### src/core/rar_pkg.sv
// row readout sequencing: shared constants and state encodings
package rar_pkg;

    // ==========================================================
    // array geometry and addressing
    localparam int ROW_ADDR_W = 11;       // row address width
    localparam int NUM_ROWS   = 1728;     // addressable rows
    localparam int NUM_COLS   = 2368;     // columns in every row read
    localparam int COL_PORTS  = 16;       // columns presented per clock
    localparam int COL_IDX_W  = 12;       // column index width
    localparam int COL_CYC    = (NUM_COLS + COL_PORTS - 1) / COL_PORTS;

    // ==========================================================
    // row timing in sensor clocks
    localparam int ROW_MIN_CLK       = 150; // least row spacing
    localparam int ROW_REC_CLK       = 158; // usual row spacing
    localparam int NORM_READ_DLY     = 1;   // read launch after row launch
    localparam int QUIET_READ_DLY    = 74;  // quiet read launch delay
    localparam int QUIET_ROW_MIN_CLK = 210; // quiet row period, low end
    localparam int QUIET_ROW_CLK     = 222; // quiet row period, high end

    // ==========================================================
    // clock and global transfer timing
    localparam int SYS_CLK_MHZ    = 40;   // system clock rate
    localparam int SENSOR_MAX_MHZ = 200;  // fastest clock for sensor logic
    localparam int TX_TIME_NS     = 1000; // global transfer pulse length
    localparam int TX_CYC = (TX_TIME_NS * SYS_CLK_MHZ + 999) / 1000;

    // ==========================================================
    // counter widths and reset values
    localparam int       CNT_W      = 8;
    localparam int       TX_CNT_W   = 8;
    localparam logic     TX_N_IDLE  = 1'b1; // transfer pulse released
    localparam logic [ROW_ADDR_W-1:0] ROW_RST = 11'h000;
    localparam logic [COL_IDX_W-1:0]  COL_RST = 12'h000;

    // ==========================================================
    // state encodings (gray along the usual path)
    typedef enum logic [1:0] {
        RAR_C_IDLE = 2'h0,
        RAR_C_ROW  = 2'h1,
        RAR_C_TX   = 2'h3,
        RAR_C_GAP  = 2'h2
    } rar_ctrl_state_t;

    typedef enum logic {
        RAR_S_IDLE = 1'h0,
        RAR_S_READ = 1'h1
    } rar_sens_state_t;

endpackage : rar_pkg

### src/core/rar_link_if.sv
// row readout link between camera controller and sensor
`timescale 1ns/1ps
`default_nettype none
interface rar_link_if
    import rar_pkg::*;
();
    logic [ROW_ADDR_W-1:0] row_addr;   // selected row
    logic                  start_row;  // row cycle launch, one clock
    logic                  start_read; // read phase launch, one clock
    logic                  tx_n;       // global transfer, active low
    logic                  col_valid;  // column group present
    logic [COL_IDX_W-1:0]  col_index;  // first column of the group
    logic [ROW_ADDR_W-1:0] line_row;   // row being read out

    // ==========================================================
    // controller end
    modport ctrl (
        output row_addr,
        output start_row,
        output start_read,
        output tx_n,
        input  col_valid,
        input  col_index,
        input  line_row
    );

    // ==========================================================
    // sensor end
    modport sensor (
        input  row_addr,
        input  start_row,
        input  start_read,
        input  tx_n,
        output col_valid,
        output col_index,
        output line_row
    );
endinterface : rar_link_if
`default_nettype wire

### src/core/rar_ctrl.sv
// controller end: sequences rows, read launches and global transfer
//
// Contract
// [RULE1] row launches spaced at least 150 clocks
// [RULE2] quiet mode: read after clock 74, longer row
// [RULE3] unwanted columns discarded by controller itself
// [RULE4] controller sequences every row; sensor one line
// [RULE5] 11-bit row address picks one of 1728
// [RULE6] sensor accepts rows in any order
// [RULE7] vertical blank holds a 1us transfer pulse
// [RULE8] frame = rows x period + read + blank
// [RULE9] transfer may overlap the last row read
// [RULE10] sensor logic works up to 200 MHz
// [RULE11] read follows row launch; address held steady
// [RULE12] transfer pulse active low, high otherwise
`timescale 1ns/1ps
`default_nettype none
module rar_ctrl
    import rar_pkg::*;
#(
    parameter int ROW_CLK    = ROW_REC_CLK,
    parameter int Q_ROW_CLK  = QUIET_ROW_CLK,
    parameter int READ_DLY   = NORM_READ_DLY,
    parameter int Q_READ_DLY = QUIET_READ_DLY,
    parameter int TX_CYCLES  = TX_CYC
) (
    input  wire logic                  sys_clk_i,
    input  wire logic                  rst_i,
    rar_link_if.ctrl                   link,
    input  wire logic                  row_valid_i,
    input  wire logic [ROW_ADDR_W-1:0] row_i,
    input  wire logic                  row_last_i,
    output logic                       row_ready_o,
    input  wire logic                  quiet_i,
    input  wire logic                  overlap_i,
    input  wire logic [COL_IDX_W-1:0]  col_first_i,
    input  wire logic [COL_IDX_W-1:0]  col_last_i,
    output logic                       busy_o,
    output logic                       vertical_blank_interval_o,
    output logic                       frame_done_o,
    output logic                       smp_valid_o,
    output logic [COL_IDX_W-1:0]       smp_col_o,
    output logic [COL_PORTS-1:0]       smp_keep_o,
    output logic [ROW_ADDR_W-1:0]      smp_row_o
);

    // ==========================================================
    // elaboration checks on the timing parameters
    if (ROW_CLK < ROW_MIN_CLK || ROW_CLK > 255) begin : g_bad_row
        $error("row period out of range");                // see [RULE1]
    end
    if (Q_ROW_CLK < QUIET_ROW_MIN_CLK || Q_ROW_CLK > 255) begin : g_bad_q
        $error("quiet row period out of range");          // see [RULE2]
    end
    if (Q_READ_DLY < QUIET_READ_DLY) begin : g_bad_qrd
        $error("quiet read launch too early");            // see [RULE2]
    end
    if (READ_DLY < 1 || READ_DLY >= ROW_CLK) begin : g_bad_rd
        $error("read launch must follow row launch");     // see [RULE11]
    end
    if (Q_READ_DLY + COL_CYC > 255) begin : g_bad_end
        $error("quiet read end does not fit the counter");
    end
    if (READ_DLY + COL_CYC > 255) begin : g_bad_nend
        $error("read end does not fit the counter");
    end
    if (TX_CYCLES < 1 || TX_CYCLES > 255) begin : g_bad_tx
        $error("transfer pulse length out of range");
    end

    // ==========================================================
    // state
    typedef struct packed {
        rar_ctrl_state_t       st;
        logic [CNT_W-1:0]      cnt;       // clocks since row launch
        logic [TX_CNT_W-1:0]   txcnt;     // clocks of transfer pulse
        logic [ROW_ADDR_W-1:0] row_addr;
        logic                  start_row;
        logic                  start_read;
        logic                  tx_n;
        logic                  last;      // current row ends the frame
        logic                  quiet;     // frame runs in quiet mode
        logic                  overlap;   // frame overlaps transfer
        logic                  frame_done;
        logic                  smp_valid;
        logic [COL_IDX_W-1:0]  smp_col;
        logic [COL_PORTS-1:0]  smp_keep;
        logic [ROW_ADDR_W-1:0] smp_row;
    } rar_ctrl_reg_t;

    localparam rar_ctrl_reg_t C_RST = '{
        st: RAR_C_IDLE, cnt: '1, txcnt: '0, row_addr: ROW_RST,
        start_row: 1'b0, start_read: 1'b0, tx_n: TX_N_IDLE,
        last: 1'b0, quiet: 1'b0, overlap: 1'b0, frame_done: 1'b0,
        smp_valid: 1'b0, smp_col: COL_RST, smp_keep: '0,
        smp_row: ROW_RST
    };

    // cycle marks, sized to the counter
    localparam logic [CNT_W-1:0] N_PER  = CNT_W'(ROW_CLK - 1);
    localparam logic [CNT_W-1:0] Q_PER  = CNT_W'(Q_ROW_CLK - 1);
    localparam logic [CNT_W-1:0] N_RD   = CNT_W'(READ_DLY);
    localparam logic [CNT_W-1:0] Q_RD   = CNT_W'(Q_READ_DLY);
    localparam logic [CNT_W-1:0] N_END  = CNT_W'(READ_DLY + COL_CYC);
    localparam logic [CNT_W-1:0] Q_END  = CNT_W'(Q_READ_DLY + COL_CYC);
    localparam logic [TX_CNT_W-1:0] TX_LAST = TX_CNT_W'(TX_CYCLES - 1);

    // ==========================================================
    // lane keep mask: lane j holds column base + j
    function automatic logic [COL_PORTS-1:0] keep_mask(
        input logic [COL_IDX_W-1:0] base,
        input logic [COL_IDX_W-1:0] first,
        input logic [COL_IDX_W-1:0] last
    );
        logic [COL_PORTS-1:0] m;
        logic [COL_IDX_W:0]   col;
        m = '0;
        for (int j = 0; j < COL_PORTS; j++) begin
            col = {1'b0, base} + (COL_IDX_W + 1)'(j);
            m[j] = (col >= {1'b0, first}) && (col <= {1'b0, last});
        end
        return m;
    endfunction : keep_mask

    rar_ctrl_reg_t        q;
    rar_ctrl_reg_t        next_q;
    logic [CNT_W-1:0]     per;
    logic [CNT_W-1:0]     rd;
    logic [CNT_W-1:0]     rd_end;
    logic                 accept;

    // ==========================================================
    // mode-dependent marks of the running row
    always_comb begin
        per    = q.quiet ? Q_PER : N_PER;                 // see [RULE2]
        rd     = q.quiet ? Q_RD  : N_RD;
        rd_end = q.quiet ? Q_END : N_END;
    end

    // next row taken only once the row period has elapsed
    assign row_ready_o = (q.st == RAR_C_IDLE) ||
                         (q.st == RAR_C_ROW && !q.last &&
                          q.cnt >= per);                  // see [RULE1]
    assign accept = row_valid_i && row_ready_o;

    // ==========================================================
    // sequencer: rows, read launch, vertical blank
    always_comb begin
        next_q = q;
        next_q.start_row  = 1'b0;
        next_q.start_read = 1'b0;
        next_q.frame_done = 1'b0;
        if (q.cnt != '1) begin
            next_q.cnt = q.cnt + 1'b1;
        end
        case (q.st)
            RAR_C_IDLE: begin
                next_q.quiet   = quiet_i;
                next_q.overlap = overlap_i;
            end
            RAR_C_ROW: begin
                // read launch a fixed delay after the row launch
                next_q.start_read = (q.cnt == rd - 1'b1); // see [RULE11]
                // last row: blank after its read, or overlapped with it
                if (q.last && ((q.overlap && q.cnt == rd) ||
                               q.cnt == rd_end)) begin    // see [RULE9]
                    next_q.st    = RAR_C_TX;
                    next_q.tx_n  = 1'b0;                  // see [RULE12]
                    next_q.txcnt = '0;
                end
            end
            RAR_C_TX: begin
                // transfer pulse lasts the blank time
                next_q.txcnt = q.txcnt + 1'b1;            // see [RULE7]
                if (q.txcnt == TX_LAST) begin
                    next_q.tx_n = TX_N_IDLE;              // see [RULE12]
                    next_q.st   = RAR_C_GAP;
                end
            end
            RAR_C_GAP: begin
                // frame closes once blank and row spacing are spent; the read end is not waited for
                if (q.cnt >= per) begin                   // see [RULE8]
                    next_q.st         = RAR_C_IDLE;
                    next_q.frame_done = 1'b1;
                end
            end
            default: next_q = C_RST;
        endcase
        // launch a row; address stays until the next launch
        if (accept) begin                                 // see [RULE4]
            next_q.st        = RAR_C_ROW;
            next_q.row_addr  = row_i;                     // see [RULE5]
            next_q.last      = row_last_i;
            next_q.start_row = 1'b1;
            next_q.cnt       = '0;                        // see [RULE11]
        end
        // sample path keeps only columns inside the window
        next_q.smp_valid = link.col_valid;
        next_q.smp_col   = link.col_index;
        next_q.smp_row   = link.line_row;
        next_q.smp_keep  = link.col_valid ?
            keep_mask(link.col_index, col_first_i, col_last_i) :
            '0;                                           // see [RULE3]
    end

    // state register
    always_ff @(posedge sys_clk_i or posedge rst_i) begin
        if (rst_i) begin
            q <= C_RST;
        end else begin
            q <= next_q;
        end
    end

    // ==========================================================
    // outputs
    assign link.row_addr  = q.row_addr;
    assign link.start_row = q.start_row;
    assign link.start_read = q.start_read;
    assign link.tx_n      = q.tx_n;
    assign busy_o         = (q.st != RAR_C_IDLE);
    assign vertical_blank_interval_o = (q.st == RAR_C_TX);
    assign frame_done_o   = q.frame_done;
    assign smp_valid_o    = q.smp_valid;
    assign smp_col_o      = q.smp_col;
    assign smp_keep_o     = q.smp_keep;
    assign smp_row_o      = q.smp_row;

endmodule : rar_ctrl
`default_nettype wire

### src/flat_wrapper.sv
// flat-port wrapper written by rule: the top's interface ports become plain ports
module rar_ctrl_flat import rar_pkg::*;
#(
    parameter int ROW_CLK    = ROW_REC_CLK,
    parameter int Q_ROW_CLK  = QUIET_ROW_CLK,
    parameter int READ_DLY   = NORM_READ_DLY,
    parameter int Q_READ_DLY = QUIET_READ_DLY,
    parameter int TX_CYCLES  = TX_CYC
)
  (sys_clk_i, rst_i, row_valid_i, row_i, row_last_i, row_ready_o, quiet_i, overlap_i, col_first_i, col_last_i, busy_o, vertical_blank_interval_o, frame_done_o, smp_valid_o, smp_col_o, smp_keep_o, smp_row_o, link_row_addr, link_start_row, link_start_read, link_tx_n, link_col_valid, link_col_index, link_line_row);
  rar_link_if link_i ();
  input  wire logic sys_clk_i;
  input  wire logic rst_i;
  input  wire logic row_valid_i;
  input  wire logic [ROW_ADDR_W-1:0] row_i;
  input  wire logic row_last_i;
  output logic row_ready_o;
  input  wire logic quiet_i;
  input  wire logic overlap_i;
  input  wire logic [COL_IDX_W-1:0] col_first_i;
  input  wire logic [COL_IDX_W-1:0] col_last_i;
  output logic busy_o;
  output logic vertical_blank_interval_o;
  output logic frame_done_o;
  output logic smp_valid_o;
  output logic [COL_IDX_W-1:0] smp_col_o;
  output logic [COL_PORTS-1:0] smp_keep_o;
  output logic [ROW_ADDR_W-1:0] smp_row_o;
  output wire logic [$bits(link_i.row_addr)-1:0] link_row_addr;
  output wire logic [$bits(link_i.start_row)-1:0] link_start_row;
  output wire logic [$bits(link_i.start_read)-1:0] link_start_read;
  output wire logic [$bits(link_i.tx_n)-1:0] link_tx_n;
  input wire logic [$bits(link_i.col_valid)-1:0] link_col_valid;
  input wire logic [$bits(link_i.col_index)-1:0] link_col_index;
  input wire logic [$bits(link_i.line_row)-1:0] link_line_row;
  assign link_row_addr = link_i.row_addr;
  assign link_start_row = link_i.start_row;
  assign link_start_read = link_i.start_read;
  assign link_tx_n = link_i.tx_n;
  assign link_i.col_valid = link_col_valid;
  assign link_i.col_index = link_col_index;
  assign link_i.line_row = link_line_row;
  rar_ctrl #(.ROW_CLK(ROW_CLK), .Q_ROW_CLK(Q_ROW_CLK), .READ_DLY(READ_DLY), .Q_READ_DLY(Q_READ_DLY), .TX_CYCLES(TX_CYCLES)) u_core (.sys_clk_i(sys_clk_i), .rst_i(rst_i), .link(link_i), .row_valid_i(row_valid_i), .row_i(row_i), .row_last_i(row_last_i), .row_ready_o(row_ready_o), .quiet_i(quiet_i), .overlap_i(overlap_i), .col_first_i(col_first_i), .col_last_i(col_last_i), .busy_o(busy_o), .vertical_blank_interval_o(vertical_blank_interval_o), .frame_done_o(frame_done_o), .smp_valid_o(smp_valid_o), .smp_col_o(smp_col_o), .smp_keep_o(smp_keep_o), .smp_row_o(smp_row_o));
endmodule
### config.mk
export PLATFORM = sky130hd
export DESIGN_NAME = rar_ctrl_flat
export DESIGN_NICKNAME = d
export VERILOG_FILES = /design/src/core/rar_pkg.sv /design/src/core/rar_link_if.sv /design/src/core/rar_ctrl.sv /design/src/flat_wrapper.sv
export SDC_FILE = /design/constraint.sdc
export NUM_CORES = 1
export LEC_CHECK = 0
export BUFFER_PORTS_ARGS = -buffer_cell sky130_fd_sc_hd__buf_2
export CAP_MARGIN = 20
export CORE_MARGIN = 2
export CORE_UTILIZATION = 62
export DETAILED_ROUTE_END_ITERATION = 16
export GPL_ROUTABILITY_DRIVEN = 1
export PLACE_DENSITY = 0.84
export SYNTH_ARGS = -nofsm -noshare
export SYNTH_HDL_FRONTEND = slang
export SYNTH_SLANG_ARGS = --single-unit
### constraint.sdc
create_clock -name sys_clk_i -period 3.1 [get_ports sys_clk_i]
set_clock_uncertainty 0.1 [all_clocks]
set_input_delay 0.155 -clock sys_clk_i [delete_from_list [all_inputs] [get_ports sys_clk_i]]
set_output_delay 0.155 -clock sys_clk_i [all_outputs]
set_load 0.005 [all_outputs]
==> summary.log, run 1 <==
INFO  run_status     run_status=finished clean
INFO  worst_setup_path worstPathBufferInverterCount=3
INFO  worst_setup_path critical_path.cell_chain=buf_2 > inv_1 > ha_1 > inv_1 > nand2_1 > xnor2_1 > ha_1 > o211ai_1 > a21oi_1 > a2111oi_0 > nor3_1 > o41ai_1 > a21oi_1
INFO  grt            first_pass_grt_wire_length=67800um
INFO  drt            post_drt_via_cell_ratio=6.42
INFO  clocking       root_buffer=clkbuf_16
INFO  worst_setup_path critPathLaunchType=input port
INFO  cells_and_area multi_input_area=9800um2
INFO  logic_synthesis synth.lib_cells_used.distinct=68
INFO  cells_and_area nets=2068
INFO  power_and_ir_drop netSwitchingFraction=38.5%
INFO  drt            ant_nets=0
INFO  clocking       post_cts_buffers=0
INFO  drt            postRouteWirelength=43900um
INFO  clocking       cts_resized=0
INFO  power_and_ir_drop comb_power_share=45.1%
INFO  placement      place.gp.congestion=1.09
INFO  worst_setup_path crit_path_max_fanout=12
INFO  drt            detail_route.drc_violations=0
INFO  worst_setup_path end_kind=register
INFO  clocking       insertion_delay=0.35ns
INFO  power_and_ir_drop leakagePower=0.00734uW
INFO  floorplanning  initial_core_util=63.7%
INFO  logic_synthesis synth_area_leaders=ha_1 (34%), dfrtp_1 (13%), a21oi_1 (5.3%), xor2_1 (4.7%), xnor2_1 (4.4%)
INFO  grt            first_global_vias=12400
INFO  logic_synthesis yosys-top-cells-count=ha_1 (342), a21oi_1 (131), nand2_1 (114)
INFO  timing         timing_max_transition_violations_final=0
INFO  worst_hold_path hp-class=input port to register
INFO  timing         worst_slew_margin_rel=35.8%
INFO  timing         final.min_clock_period=2.79ns
INFO  logic_synthesis synth_top_area_cell=ha_1
INFO  worst_setup_path worst-endpoint-arrival=2.93ns
INFO  cells_and_area fraction_of_final_layout_cells_with_drive_strength_greater_than_1=17.0%
INFO  worst_hold_path hold_start=link_col_index[11]
INFO  logic_synthesis synth_async_sr_flop_share=100%
INFO  power_and_ir_drop power_switching=1620uW
INFO  placement      number_of_buffer_cells_added_on_primary_ports=122
INFO  worst_setup_path cp_top_family=compound AO/OA/AOI/OAI gates
INFO  power_and_ir_drop ir_worst_vdd=0.000256V
INFO  worst_setup_path crit_required=3.24ns
INFO  clocking       cts_made_buffers=9
INFO  grt            antenna_found_initial=0
INFO  clocking       maximum_level_of_the_cts_h_tree=3
INFO  cells_and_area register_area=1910um2
INFO  logic_synthesis yosys.area.top_type_share=34.3%
INFO  power_and_ir_drop clkPwrFrac=30.3%
INFO  drt            first_iter_violations=1285
INFO  grt            all_layer_global_routing_usage=40.9%
INFO  logic_synthesis cell_count_after_synthesis=1482
INFO  cells_and_area areaGrowthSynthToFinish=14.6%
INFO  logic_synthesis mappedNetlistNets=1889
INFO  worst_setup_path worstReg2RegStart=u_core.q[67]
INFO  timing         setup_total_negative_slack=0ns
INFO  floorplanning  fp-row-count=51
INFO  floorplanning  fp.coreArea=19600um2
INFO  grt            grt_start_max_net_pins=29
INFO  logic_synthesis synth.yosys.warnings=0
INFO  clocking       clk_path_buf_depth=2
INFO  clocking       cts_sinks=76
INFO  drt            dr_total_vias=12400
INFO  power_and_ir_drop power.density=294nW/um2
INFO  power_and_ir_drop seq_power_share=24.5%
INFO  grt            globalRoute.totalOverflow=0
INFO  cells_and_area fill_cells=1524
INFO  logic_synthesis yosys.cell_count.top_type=ha_1
INFO  logic_synthesis synth.ff_latch_count=76
INFO  worst_setup_path cpPeakStageDelay=0.59ns
INFO  worst_setup_path crit_path_category=input port to register
INFO  timing         finalSetupViolCount=0
INFO  drt            drtPass1Iterations=7
INFO  timing         clock.fmax=358MHz
INFO  worst_setup_path worst_r2r_path_depth=9
INFO  floorplanning  floorplan.io_pins=123
INFO  flow_run       drv.max_cap_violation_count=0
INFO  logic_synthesis synth_seq_area_share=15.3%
INFO  floorplanning  chipHeight=146um
INFO  timing         setup_repair_after_global_routing_missed_its_margin=false
INFO  worst_hold_path whs_endpoint=u_core.smp_col_o[11]
INFO  timing         post-route-period-util=90.1%
INFO  placement      place_hpwl=33400um
INFO  timing         whs=0.0515ns
INFO  worst_setup_path critPathSlowestCell=a2111oi_0
INFO  drt            detail_route.wl_per_cell=22.7um
INFO  floorplanning  die-width=146um
INFO  worst_setup_path r2r_setup_slack=0.41ns
INFO  worst_setup_path regToRegEndpoint=u_core.link.row_addr[6]
INFO  logic_synthesis synth-edff-count=0
INFO  clocking       clk_pin_slew_worst_paths=0.08ns
INFO  logic_synthesis ys_dominant_reg_cell=dfrtp_1
INFO  floorplanning  fp.dieArea=21300um2
INFO  cells_and_area insertedDiodeCount=0
INFO  timing         tightestPinTransition=0.962ns
INFO  clocking       clock_tree_from_tritoncts=built
INFO  worst_hold_path holdPathStages=1
INFO  logic_synthesis synthesis.area_per_instance=8.41um2
INFO  power_and_ir_drop cellInternalPower=2590uW
INFO  timing         timing.final.hold_violations=0
INFO  logic_synthesis syn_std_cell_area=12500um2
==> worst register-to-register path: stages (launching register included) <==
cell	delay (ns)
dfstp_2	0.58
inv_1	0.11
ha_1	0.19
nor2b_1	0.12
nor3_1	0.08
a211oi_2	0.39
o21ai_1	0.18
nand2_1	0.22
buf_4	0.24
mux2_2	0.37
==> layer usage <==
metal / GRT usage (%) / share of wire (%)
met3: 6.46 / 9.2
met1: 50.5 / 39
met2: 67.5 / 45
met4: 23.9 / 6.6
met5: 0 / 0
==> cell families after synthesis <==
group           count (synthesis)  share of synthesized area, %
compound gates                340                          17.4
xor+xnor                      130                          9.13
fa+ha+maj                     342                          34.3
buf+inv                       148                          6.08
flops                          76                          15.3
mux                            14                          1.25
simple gates                  432                          16.5
==> through the flow <==
step | setup slack (ns) | utilization [%] | std cells | cell area [um2] | total power, uW
2_1_floorplan | 0.173 | - | 1482 | 12500 | 2270
3_5_place_dp | 0.00621 | 69.8 | 1888 | 13700 | 2860
3_3_place_gp | 0.0261 | 69.8 | 1888 | 13700 | 2790
6_report | 0.307 | 73.0 | 1931 | 14300 | 4210
4_1_cts | 0.373 | 73.0 | 1931 | 14300 | 4160
5_1_grt | 0.0181 | 73.0 | 1931 | 14300 | 4450
==> cell usage in the layout, fill, tap and decap left out, types with 27 or more instances in the layout <==
| cell | n |
|---|---|
| inv_1 | 58 |
| buf_2 | 122 |
| nand3_1 | 83 |
| nor2_1 | 111 |
| nand2_1 | 114 |
| a21o_1 | 49 |
| a21oi_1 | 131 |
| ha_1 | 342 |
| dfrtp_1 | 67 |
| dlygate4sd3_1 | 27 |
| nand4_1 | 32 |
| o21ai_0 | 56 |
| buf_4 | 107 |
| xor2_1 | 67 |
| xnor2_1 | 63 |
==> layout make-up <==
class | count | area share [%]
clock buffers | 10 | 1.60
flip-flops and latches | 76 | 13.4
multi-input cells | 1258 | 68.5
inverters | 60 | 1.58
well taps | 265 | 2.32
repair buffers | 256 | 11.8
clock inverters | 6 | 0.796
==> registers in the layout, indices dropped and copies added, names as in the netlist <==
signal	flops
u_core.smp_keep_o	16
u_core.link.row_addr	11
u_core.link.tx_n	1
u_core.frame_done_o	1
u_core.link.start_read	1
u_core.q	21
u_core.smp_col_o	12
u_core.smp_valid_o	1
u_core.smp_row_o	11
u_core.link.start_row	1
==> power groups by stage <==
stage / logic [uW] / registers, uW / clock network [uW]
3_3_place_gp: 1740 / 1050 / 0
2_1_floorplan: 1220 / 1050 / 0
3_5_place_dp: 1800 / 1050 / 0
6_report: 1900 / 1030 / 1280
5_1_grt: 2090 / 1040 / 1320
4_1_cts: 1850 / 1030 / 1280
==> repair_timing <==
item / CTS / global route
endpoints found under the setup margin: 0 / 0
endpoints found under the hold margin: 49 / 0
hold buffers: 27 / 0
==> worst max path at each step <==
stage | from | to | slack (ns) | cells past startpoint
after detailed placement | link_col_index[0] | u_core.smp_keep_o[3] | 0.006 | 13
final | link_col_index[0] | u_core.smp_keep_o[3] | 0.31 | 13
after CTS | link_col_index[0] | u_core.smp_keep_o[3] | 0.37 | 13
after global routing | link_col_index[2] | u_core.smp_keep_o[15] | 0.02 | 14
after floorplan | link_col_index[4] | u_core.smp_keep_o[2] | 0.17 | 14
after global placement | link_col_index[2] | u_core.smp_keep_o[6] | 0.03 | 13
(Power assumes the default switching activity.)
==> inputs of run 2 (changes only) <==
- REMOVE_ABC_BUFFERS: default -> 1
==> run 2 against run 1 <==
  * Global-route usage down 0.38 points
  * Setup slack worse by 0.12 ns
  * Maximum frequency down 4.2%
  * Final area down 0.68%
  * Via count up 2.8%
  * Largest cell class unchanged
  * Core utilization down 0.50 points
  * Sequential share of layout area up 0.092 points
  * Clock power down 9%
  * Sequential cell count unchanged
==> summary.log, run 2 (synthesis gave the netlist of run 1 again) <==
INFO  timing         final.min_clock_period=2.92ns [+0.124 ns]
INFO  floorplanning  chipHeight=146um [unchanged]
INFO  drt            detail_route.drc_violations=0 [unchanged]
INFO  cells_and_area largest_reg_flops=21 [unchanged]
INFO  worst_setup_path crit_path_category=input port to register
INFO  power_and_ir_drop cellInternalPower=2430uW [-6.2%]
INFO  grt            antenna_found_initial=1 [+1]
INFO  clocking       root_buffer=clkbuf_16
INFO  timing         post-route-period-util=94.1% [+4.0 points]
INFO  power_and_ir_drop seq_power_share=25.2% [+0.7 points]
INFO  drt            drtPass1Iterations=5 [-2]
INFO  timing         tightestPinTransition=0.925ns [-0.0367 ns]
INFO  drt            post_drt_via_cell_ratio=6.65 [+3.7%]
INFO  worst_hold_path whs_endpoint=u_core.smp_col_o[1]
INFO  cells_and_area nets=2052 [-0.77%]
INFO  worst_hold_path holdPathStages=2 [+1]
INFO  clocking       clock_tree_from_tritoncts=built
INFO  worst_setup_path critical_path.cell_chain=buf_2 > inv_1 > ha_1 > xnor2_1 > inv_1 > ha_1 > a21oi_1 > a21boi_0 > o31ai_1 > a21oi_1 > a2111oi_0 > o221a_2
INFO  clocking       insertion_delay=0.35ns [about the same]
INFO  floorplanning  floorplan.io_pins=123 [unchanged]
INFO  worst_setup_path timing.critical_path.depth=12 [-1]
INFO  clocking       clk_path_buf_depth=2 [unchanged]
INFO  drt            detail_route.wl_per_cell=23.1um [+1.5%]
INFO  floorplanning  fp.dieArea=21300um2 [unchanged]
INFO  worst_setup_path worst_r2r_path_depth=10 [+1]
INFO  placement      place_hpwl=33200um [-0.57%]
INFO  cells_and_area fraction_of_final_layout_cells_with_drive_strength_greater_than_1=16.3% [-0.74 points]
INFO  worst_setup_path cp_top_family=compound AO/OA/AOI/OAI gates
INFO  cells_and_area final_cells=1915 [-0.83%]
INFO  cells_and_area fill_cells=1519 [-0.33%]
INFO  timing         timing_max_transition_violations_final=0 [unchanged]
INFO  timing         worst_slew_margin_rel=38.3% [+2.4 points]
INFO  worst_setup_path crit_required=3.31ns [+0.07 ns]
INFO  floorplanning  fp-row-count=51 [unchanged]
INFO  worst_setup_path regToRegEndpoint=u_core.q[43]
INFO  worst_setup_path critPathSlowestCell=a2111oi_0
INFO  timing         finalSetupViolCount=0 [unchanged]
INFO  power_and_ir_drop comb_power_share=46.3% [+1.2 points]
INFO  clocking       cts_made_buffers=9 [unchanged]
INFO  power_and_ir_drop ir_worst_vdd=0.000211V [-17%]
INFO  floorplanning  initial_core_util=63.7% [unchanged]
INFO  timing         clock.fmax=343MHz [-4.2%]
INFO  placement      number_of_buffer_cells_added_on_primary_ports=122 [unchanged]
INFO  worst_setup_path crit_path_max_fanout=9 [-3]
INFO  grt            first_global_vias=12300 [-0.11%]
INFO  timing         timing.final.hold_violations=0 [unchanged]
INFO  worst_setup_path end_kind=register
INFO  grt            grt_start_max_net_pins=49 [+69%]
INFO  worst_hold_path hold_start=link_col_index[1]
INFO  run_status     run_status=finished clean
INFO  grt            all_layer_global_routing_usage=40.5% [-0.38 points]
INFO  worst_setup_path worstPathBufferInverterCount=3 [unchanged]
INFO  power_and_ir_drop clkPwrFrac=28.5% [-1.8 points]
INFO  worst_setup_path worstReg2RegStart=u_core.q[66]
INFO  worst_setup_path cpPeakStageDelay=0.45ns [-0.14 ns]
INFO  timing         whs=0.0365ns [-0.0150 ns]
INFO  drt            wl_met1=16800um [-2.1%]
INFO  grt            first_pass_grt_wire_length=67300um [-0.65%]
INFO  power_and_ir_drop power.density=289nW/um2 [-1.8%]
INFO  cells_and_area largest-register=u_core.q
INFO  clocking       post_cts_buffers=0 [unchanged]
INFO  clocking       maximum_level_of_the_cts_h_tree=3 [unchanged]
INFO  cells_and_area insertedDiodeCount=0 [unchanged]
INFO  cells_and_area layout.cells.most_common_list=ha_1 (342), a21oi_1 (131), buf_2 (122)
INFO  drt            first_iter_violations=1357 [+5.6%]
INFO  worst_hold_path hp-class=input port to register
INFO  placement      dpl.cell_count=1871 [-0.90%]
INFO  floorplanning  die-width=146um [unchanged]
INFO  timing         setup_repair_after_global_routing_missed_its_margin=false
INFO  worst_setup_path worst-endpoint-arrival=3.13ns [+0.20 ns]
INFO  power_and_ir_drop netSwitchingFraction=40.8% [+2.4 points]
INFO  drt            top_layer=met4
INFO  floorplanning  fp.coreArea=19600um2 [unchanged]
INFO  clocking       clk_pin_slew_worst_paths=0.08ns [about the same]
INFO  drt            ant_nets=0 [unchanged]
INFO  cells_and_area areaGrowthSynthToFinish=13.9%
INFO  cells_and_area final_common_cell=ha_1
INFO  power_and_ir_drop power_switching=1680uW [+3.5%]
INFO  grt            globalRoute.totalOverflow=0 [unchanged]
INFO  clocking       cts_sinks=76 [unchanged]
INFO  drt            met2_wirelength=19400um [-2.3%]
INFO  worst_setup_path critPathLaunchType=input port
INFO  worst_setup_path r2r_setup_slack=0.48ns [+0.07 ns]
INFO  drt            postRouteWirelength=44200um [+0.65%]
INFO  placement      place.gp.congestion=1.09 [-0.66%]
INFO  power_and_ir_drop leakagePower=0.00727uW [-0.92%]
INFO  drt            dr_wl_met3=5140um [+28%]
INFO  flow_run       drv.max_cap_violation_count=0 [unchanged]
INFO  drt            dr_total_vias=12700 [+2.8%]
## run 2: changes by cell type in the layout (fill, tap and decap cells not counted), sizes merged
| cell | previous run | this run |
|---|---|---|
| buf | 229 | 212 |
| inv | 59 | 63 |
| bufinv | 3 | 1 |
| clkbuf | 10 | 9 |
| clkinvlp | 2 | 1 |
| dlygate4sd3 | 27 | 28 |
## run 2: power groups by stage
stage / combinational (uW) / clock [uW] / sequential, uW
5_1_grt: 2080 / 1210 / 1040
3_5_place_dp: 1790 / 0 / 1050
6_report: 1900 / 1170 / 1030
2_1_floorplan: 1130 / 0 / 1060
4_1_cts: 1830 / 1170 / 1030
3_3_place_gp: 1710 / 0 / 1050
## run 2: what timing repair did
action	CTS	global route
resized for setup	0	1
hold endpoints to repair	55	0
setup endpoints to repair	0	1
hold buffers	28	0
## run 2: final cells by class
type / instances / area, um2 / area share, %
inverter: 60 / 226 / 1.59
clock buffer: 9 / 225 / 1.59
clock inverter: 7 / 80.1 / 0.564
timing repair buffer: 240 / 1620 / 11.4
multi-input combinational: 1258 / 9810 / 69.1
tap: 265 / 332 / 2.34
sequential: 76 / 1910 / 13.5
## run 2: through the flow
step	setup WS, ns	cell area (um2)	TNS, ns	power [uW]	util [%]
4_1_cts	0.249	14200	0	4030	72.4
3_5_place_dp	-0.137	13600	-0.137	2840	69.5
2_1_floorplan	0.279	11900	0	2190	-
5_1_grt	0.0182	14200	0	4330	72.5
3_3_place_gp	-0.139	13600	-0.139	2770	69.5
6_report	0.183	14200	0	4100	72.5
## run 2: layer usage
layer  GRT usage, %  vias up
met4           23.5        0
met3           8.65      251
met1           50.6     5916
li1               -     5687
met5              0        -
met2           64.5      890
## run 2: worst max path at each step
stage | to | startpoint | slack, ns
floorplan | u_core.smp_keep_o[4] | link_col_index[3] | 0.28
global placement | u_core.smp_keep_o[3] | link_col_index[0] | -0.14
detailed placement | u_core.smp_keep_o[3] | link_col_index[0] | -0.14
CTS | u_core.smp_keep_o[3] | link_col_index[0] | 0.25
global route | u_core.smp_keep_o[15] | link_col_index[0] | 0.02
finish | u_core.smp_keep_o[15] | link_col_index[0] | 0.18
==> inputs of run 3 (changes only) <==
- ABC_AREA: default -> 1
- CORE_UTILIZATION: 62 -> 63
- PLACE_DENSITY: 0.84 -> 0.85
==> run 3 against run 2 <==
  * Routed wire length up 16%
  * Final area up 9.3%
  * Clock power down 6%
  * Register-to-register slack better by 0.30 ns
  * Sequential share of layout area down 1.1 points
  * Setup slack better by 0.21 ns
  * Maximum frequency up 7.7%
  * Critical path depth up 8
  * Combinational power up 16%
  * Sequential power about the same
  * Critical path type unchanged
  * Sequential cell count unchanged
  * Non-clock buffer count down 9
==> summary.log, run 3 <==
INFO  run_status     run_status=finished clean
INFO  clocking       clk_pin_slew_worst_paths=0.08ns [about the same]
INFO  placement      dp_slack=0.156ns [+0.293 ns]
INFO  clocking       maximum_level_of_the_cts_h_tree=3 [unchanged]
INFO  timing         finalWorstSetupSlack=0.392ns [+0.209 ns]
INFO  cells_and_area largest_reg_flops=21 [unchanged]
INFO  timing         post-route-period-util=87.4% [-6.7 points]
INFO  worst_hold_path whs_endpoint=u_core.smp_col_o[0]
INFO  logic_synthesis synth_async_sr_flop_share=100% [unchanged]
INFO  worst_setup_path end_kind=register
INFO  clocking       clock_tree_from_tritoncts=built
INFO  timing         clock.fmax=369MHz [+7.7%]
INFO  logic_synthesis yosys.cell_count.top_type=nand2_1
INFO  cells_and_area largest-register=u_core.q
INFO  placement      place_hpwl=38800um [+17%]
INFO  drt            ant_nets=0 [unchanged]
INFO  floorplanning  fp.coreArea=21800um2 [+11%]
INFO  timing         final.min_clock_period=2.71ns [-0.209 ns]
INFO  drt            post_drt_via_cell_ratio=6.09 [-8.6%]
INFO  logic_synthesis synth_top_area_cell=ha_1
INFO  worst_setup_path critPathSlowestCell=a21oi_1
INFO  clocking       ctsHoldBuffers=26 [-7.1%]
INFO  logic_synthesis cell_count_after_synthesis=1998 [+35%]
INFO  worst_setup_path crit_path_max_fanout=12 [+3]
INFO  logic_synthesis yosys-top-cells-count=nand2_1 (401), ha_1 (342), inv_1 (233)
INFO  logic_synthesis synth_seq_area_share=13.8% [-1.6 points]
INFO  drt            postRouteWirelength=51400um [+16%]
INFO  grt            globalRoute.totalOverflow=0 [unchanged]
INFO  floorplanning  fp-row-count=54 [+5.9%]
INFO  worst_setup_path crit_path_category=input port to register
INFO  cells_and_area fill_cells=1845 [+21%]
INFO  flow_run       drv.max_cap_violation_count=0 [unchanged]
INFO  power_and_ir_drop power.density=280nW/um2 [-3.1%]
INFO  worst_hold_path holdPathStages=2 [unchanged]
INFO  timing         setup_total_negative_slack=0ns [unchanged]
INFO  grt            first_pass_grt_wire_length=79300um [+18%]
INFO  timing         timing.final.hold_violations=0 [unchanged]
INFO  cells_and_area areaGrowthSynthToFinish=11.7%
INFO  worst_setup_path worstPathBufferInverterCount=5 [+2]
INFO  drt            first_iter_violations=1676 [+24%]
INFO  worst_setup_path r2r_setup_slack=0.78ns [+0.30 ns]
INFO  worst_setup_path critical_path.cell_chain=buf_2 > inv_1 > ha_1 > inv_1 > a21oi_1 > inv_1 > nand2_1 > xor2_1 > inv_1 > ha_1 > nand2_1 > nor2_1 > nand3_1 > nand3b_1 > nand2_1 > nand2_1 > nand2_1 > nand2_1 > nand2_1 > nor2_1
INFO  clocking       cts_resized=0 [unchanged]
INFO  floorplanning  fp.dieArea=23300um2 [+9.4%]
INFO  worst_setup_path worstReg2RegStart=u_core.q[72]
INFO  timing         finalSetupViolCount=0 [unchanged]
INFO  worst_setup_path cp_top_family=simple AND/OR/NAND/NOR gates
INFO  worst_setup_path cpPeakStageDelay=0.42ns [-0.03 ns]
INFO  clocking       root_buffer=clkbuf_16
INFO  worst_hold_path hp-class=input port to register
INFO  worst_hold_path hold_start=link_col_index[0]
INFO  cells_and_area final_common_cell=nand2_1
INFO  worst_setup_path crit_required=3.29ns [-0.02 ns]
INFO  worst_setup_path worst_r2r_path_depth=11 [+1]
INFO  worst_setup_path crit_path_frequent_cell=nand2_1
INFO  timing         worst_slew_margin_rel=45.9% [+7.6 points]
INFO  floorplanning  chipHeight=153um [+4.6%]
INFO  power_and_ir_drop ir_worst_vdd=0.000201V [-4.5%]
INFO  logic_synthesis yosys.area.top_type_share=30.8% [-3.5 points]
INFO  placement      place.gp.congestion=1.16 [+6.8%]
INFO  logic_synthesis synthesis.area_per_instance=6.95um2 [-17%]
INFO  logic_synthesis synth_area_leaders=ha_1 (31%), dfrtp_1 (12%), nand2_1 (11%), xor2_1 (6.7%), inv_1 (6.3%)
INFO  clocking       clk_path_buf_depth=2 [unchanged]
INFO  cells_and_area layout.cells.most_common_list=nand2_1 (401), ha_1 (342), inv_1 (232)
INFO  grt            grt_start_max_net_pins=41 [-16%]
INFO  cells_and_area insertedDiodeCount=0 [unchanged]
INFO  drt            detail_route.wl_per_cell=21.0um [-9.0%]
INFO  grt            first_global_vias=14700 [+19%]
INFO  power_and_ir_drop leakagePower=0.00857uW [+18%]
INFO  timing         timing_max_transition_violations_final=0 [unchanged]
INFO  grt            antenna_found_initial=0 [-1]
INFO  logic_synthesis synth.ff_latch_count=76 [unchanged]
INFO  clocking       cts_sinks=76 [unchanged]
INFO  worst_setup_path regToRegEndpoint=u_core.link.row_addr[1]
INFO  worst_setup_path critPathLaunchType=input port
INFO  logic_synthesis ys_dominant_reg_cell=dfrtp_1
INFO  grt            all_layer_global_routing_usage=43.5% [+3.0 points]
INFO  floorplanning  floorplan.io_pins=123 [unchanged]
INFO  worst_setup_path worst-endpoint-arrival=2.90ns [-0.23 ns]
INFO  drt            drtPass1Iterations=5 [unchanged]
INFO  worst_setup_path critPathLaunch=link_col_index[1]
INFO  logic_synthesis syn_std_cell_area=13900um2 [+11%]
INFO  logic_synthesis synth-edff-count=0 [unchanged]
INFO  clocking       insertion_delay=0.37ns [+0.02 ns]
INFO  clocking       post_cts_buffers=0 [unchanged]
INFO  drt            dr_total_vias=14900 [+17%]
INFO  logic_synthesis synth.lib_cells_used.distinct=43 [-37%]
INFO  floorplanning  initial_core_util=63.9% [+0.21 points]
INFO  logic_synthesis synth.yosys.warnings=0 [unchanged]
INFO  clocking       cts_made_buffers=9 [unchanged]
INFO  placement      number_of_buffer_cells_added_on_primary_ports=122 [unchanged]
INFO  cells_and_area nets=2570 [+25%]
INFO  drt            detail_route.drc_violations=0 [unchanged]
INFO  floorplanning  die-width=153um [+4.6%]
INFO  cells_and_area fraction_of_final_layout_cells_with_drive_strength_greater_than_1=12.4% [-3.9 points]
INFO  timing         tightestPinTransition=0.811ns [-0.114 ns]
INFO  timing         setup_repair_after_global_routing_missed_its_margin=false
## run 3: changes by cell type in the layout (fill, tap and decap cells not counted), moves of 14 or more
cell / delta
a211oi_1: -14
a21o_1: -41
a21oi_1: +26
inv_1: +174
nand2_1: +287
nand3_1: +54
nand4_1: +16
nor2_1: +82
o21ai_0: +20
xnor2_1: -61
xor2_1: +39
## run 3: logic make-up (layout without fill, tap and decap cells)
logic type / Yosys count / after routing / synth area share (%)
AND/OR/NAND/NOR: 865 / 865 / 27.2
adder cells (fa/ha/maj): 342 / 342 / 30.8
buffers and inverters: 324 / 494 / 10.4
AO/OA/AOI/OAI: 283 / 283 / 11.0
XOR/XNOR: 108 / 108 / 6.81
flip-flops: 76 / 76 / 13.8
## run 3: where the power goes
part | total (uW) | switching [uW] | internal [uW]
logic | 2210 | 1410 | 798
registers | 1030 | 9.57 | 1020
clock network | 1100 | 547 | 558
## run 3: area by class of cell
class | instances | area [um2] | area share [%]
well taps | 280 | 350 | 2.26
clock buffers | 9 | 225 | 1.45
flip-flops and latches | 76 | 1910 | 12.3
multi-input cells | 1598 | 10500 | 67.9
inverters | 247 | 931 | 6.00
clock inverters | 7 | 58.8 | 0.379
repair buffers | 231 | 1510 | 9.71
## run 3: per-layer routing
metal | track usage [%] | up-vias | routed length, um
met3 | 7.96 | 298 | 5940
met2 | 68.6 | 953 | 21700
met4 | 30.5 | 0 | 4180
met1 | 53.7 | 6674 | 19600
li1 | - | 6973 | -
met5 | 0 | - | 0
## run 3: per-stage QoR
stage | hold WS, ns | cells | power, uW | util (%) | area (um2)
2_1_floorplan | 0.0864 | 1921 | 2410 | - | 13400
3_3_place_gp | 0.163 | 2406 | 3060 | 68.8 | 15000
3_5_place_dp | 0.165 | 2406 | 3140 | 68.8 | 15000
4_1_cts | 0.0178 | 2448 | 4260 | 71.3 | 15500
5_1_grt | 0.0374 | 2448 | 4600 | 71.3 | 15500
6_report | 0.0249 | 2448 | 4350 | 71.3 | 15500
## run 3: how the worst max path moves through the flow
stage / end / slack (ns) / cells past startpoint
after global routing: u_core.smp_keep_o[14] / 0.15 / 20
after global placement: u_core.smp_keep_o[2] / 0.08 / 20
after detailed placement: u_core.smp_keep_o[2] / 0.16 / 20
after CTS: u_core.smp_keep_o[14] / 0.47 / 20
after floorplan: u_core.smp_keep_o[11] / 0.62 / 14
final: u_core.smp_keep_o[14] / 0.39 / 20
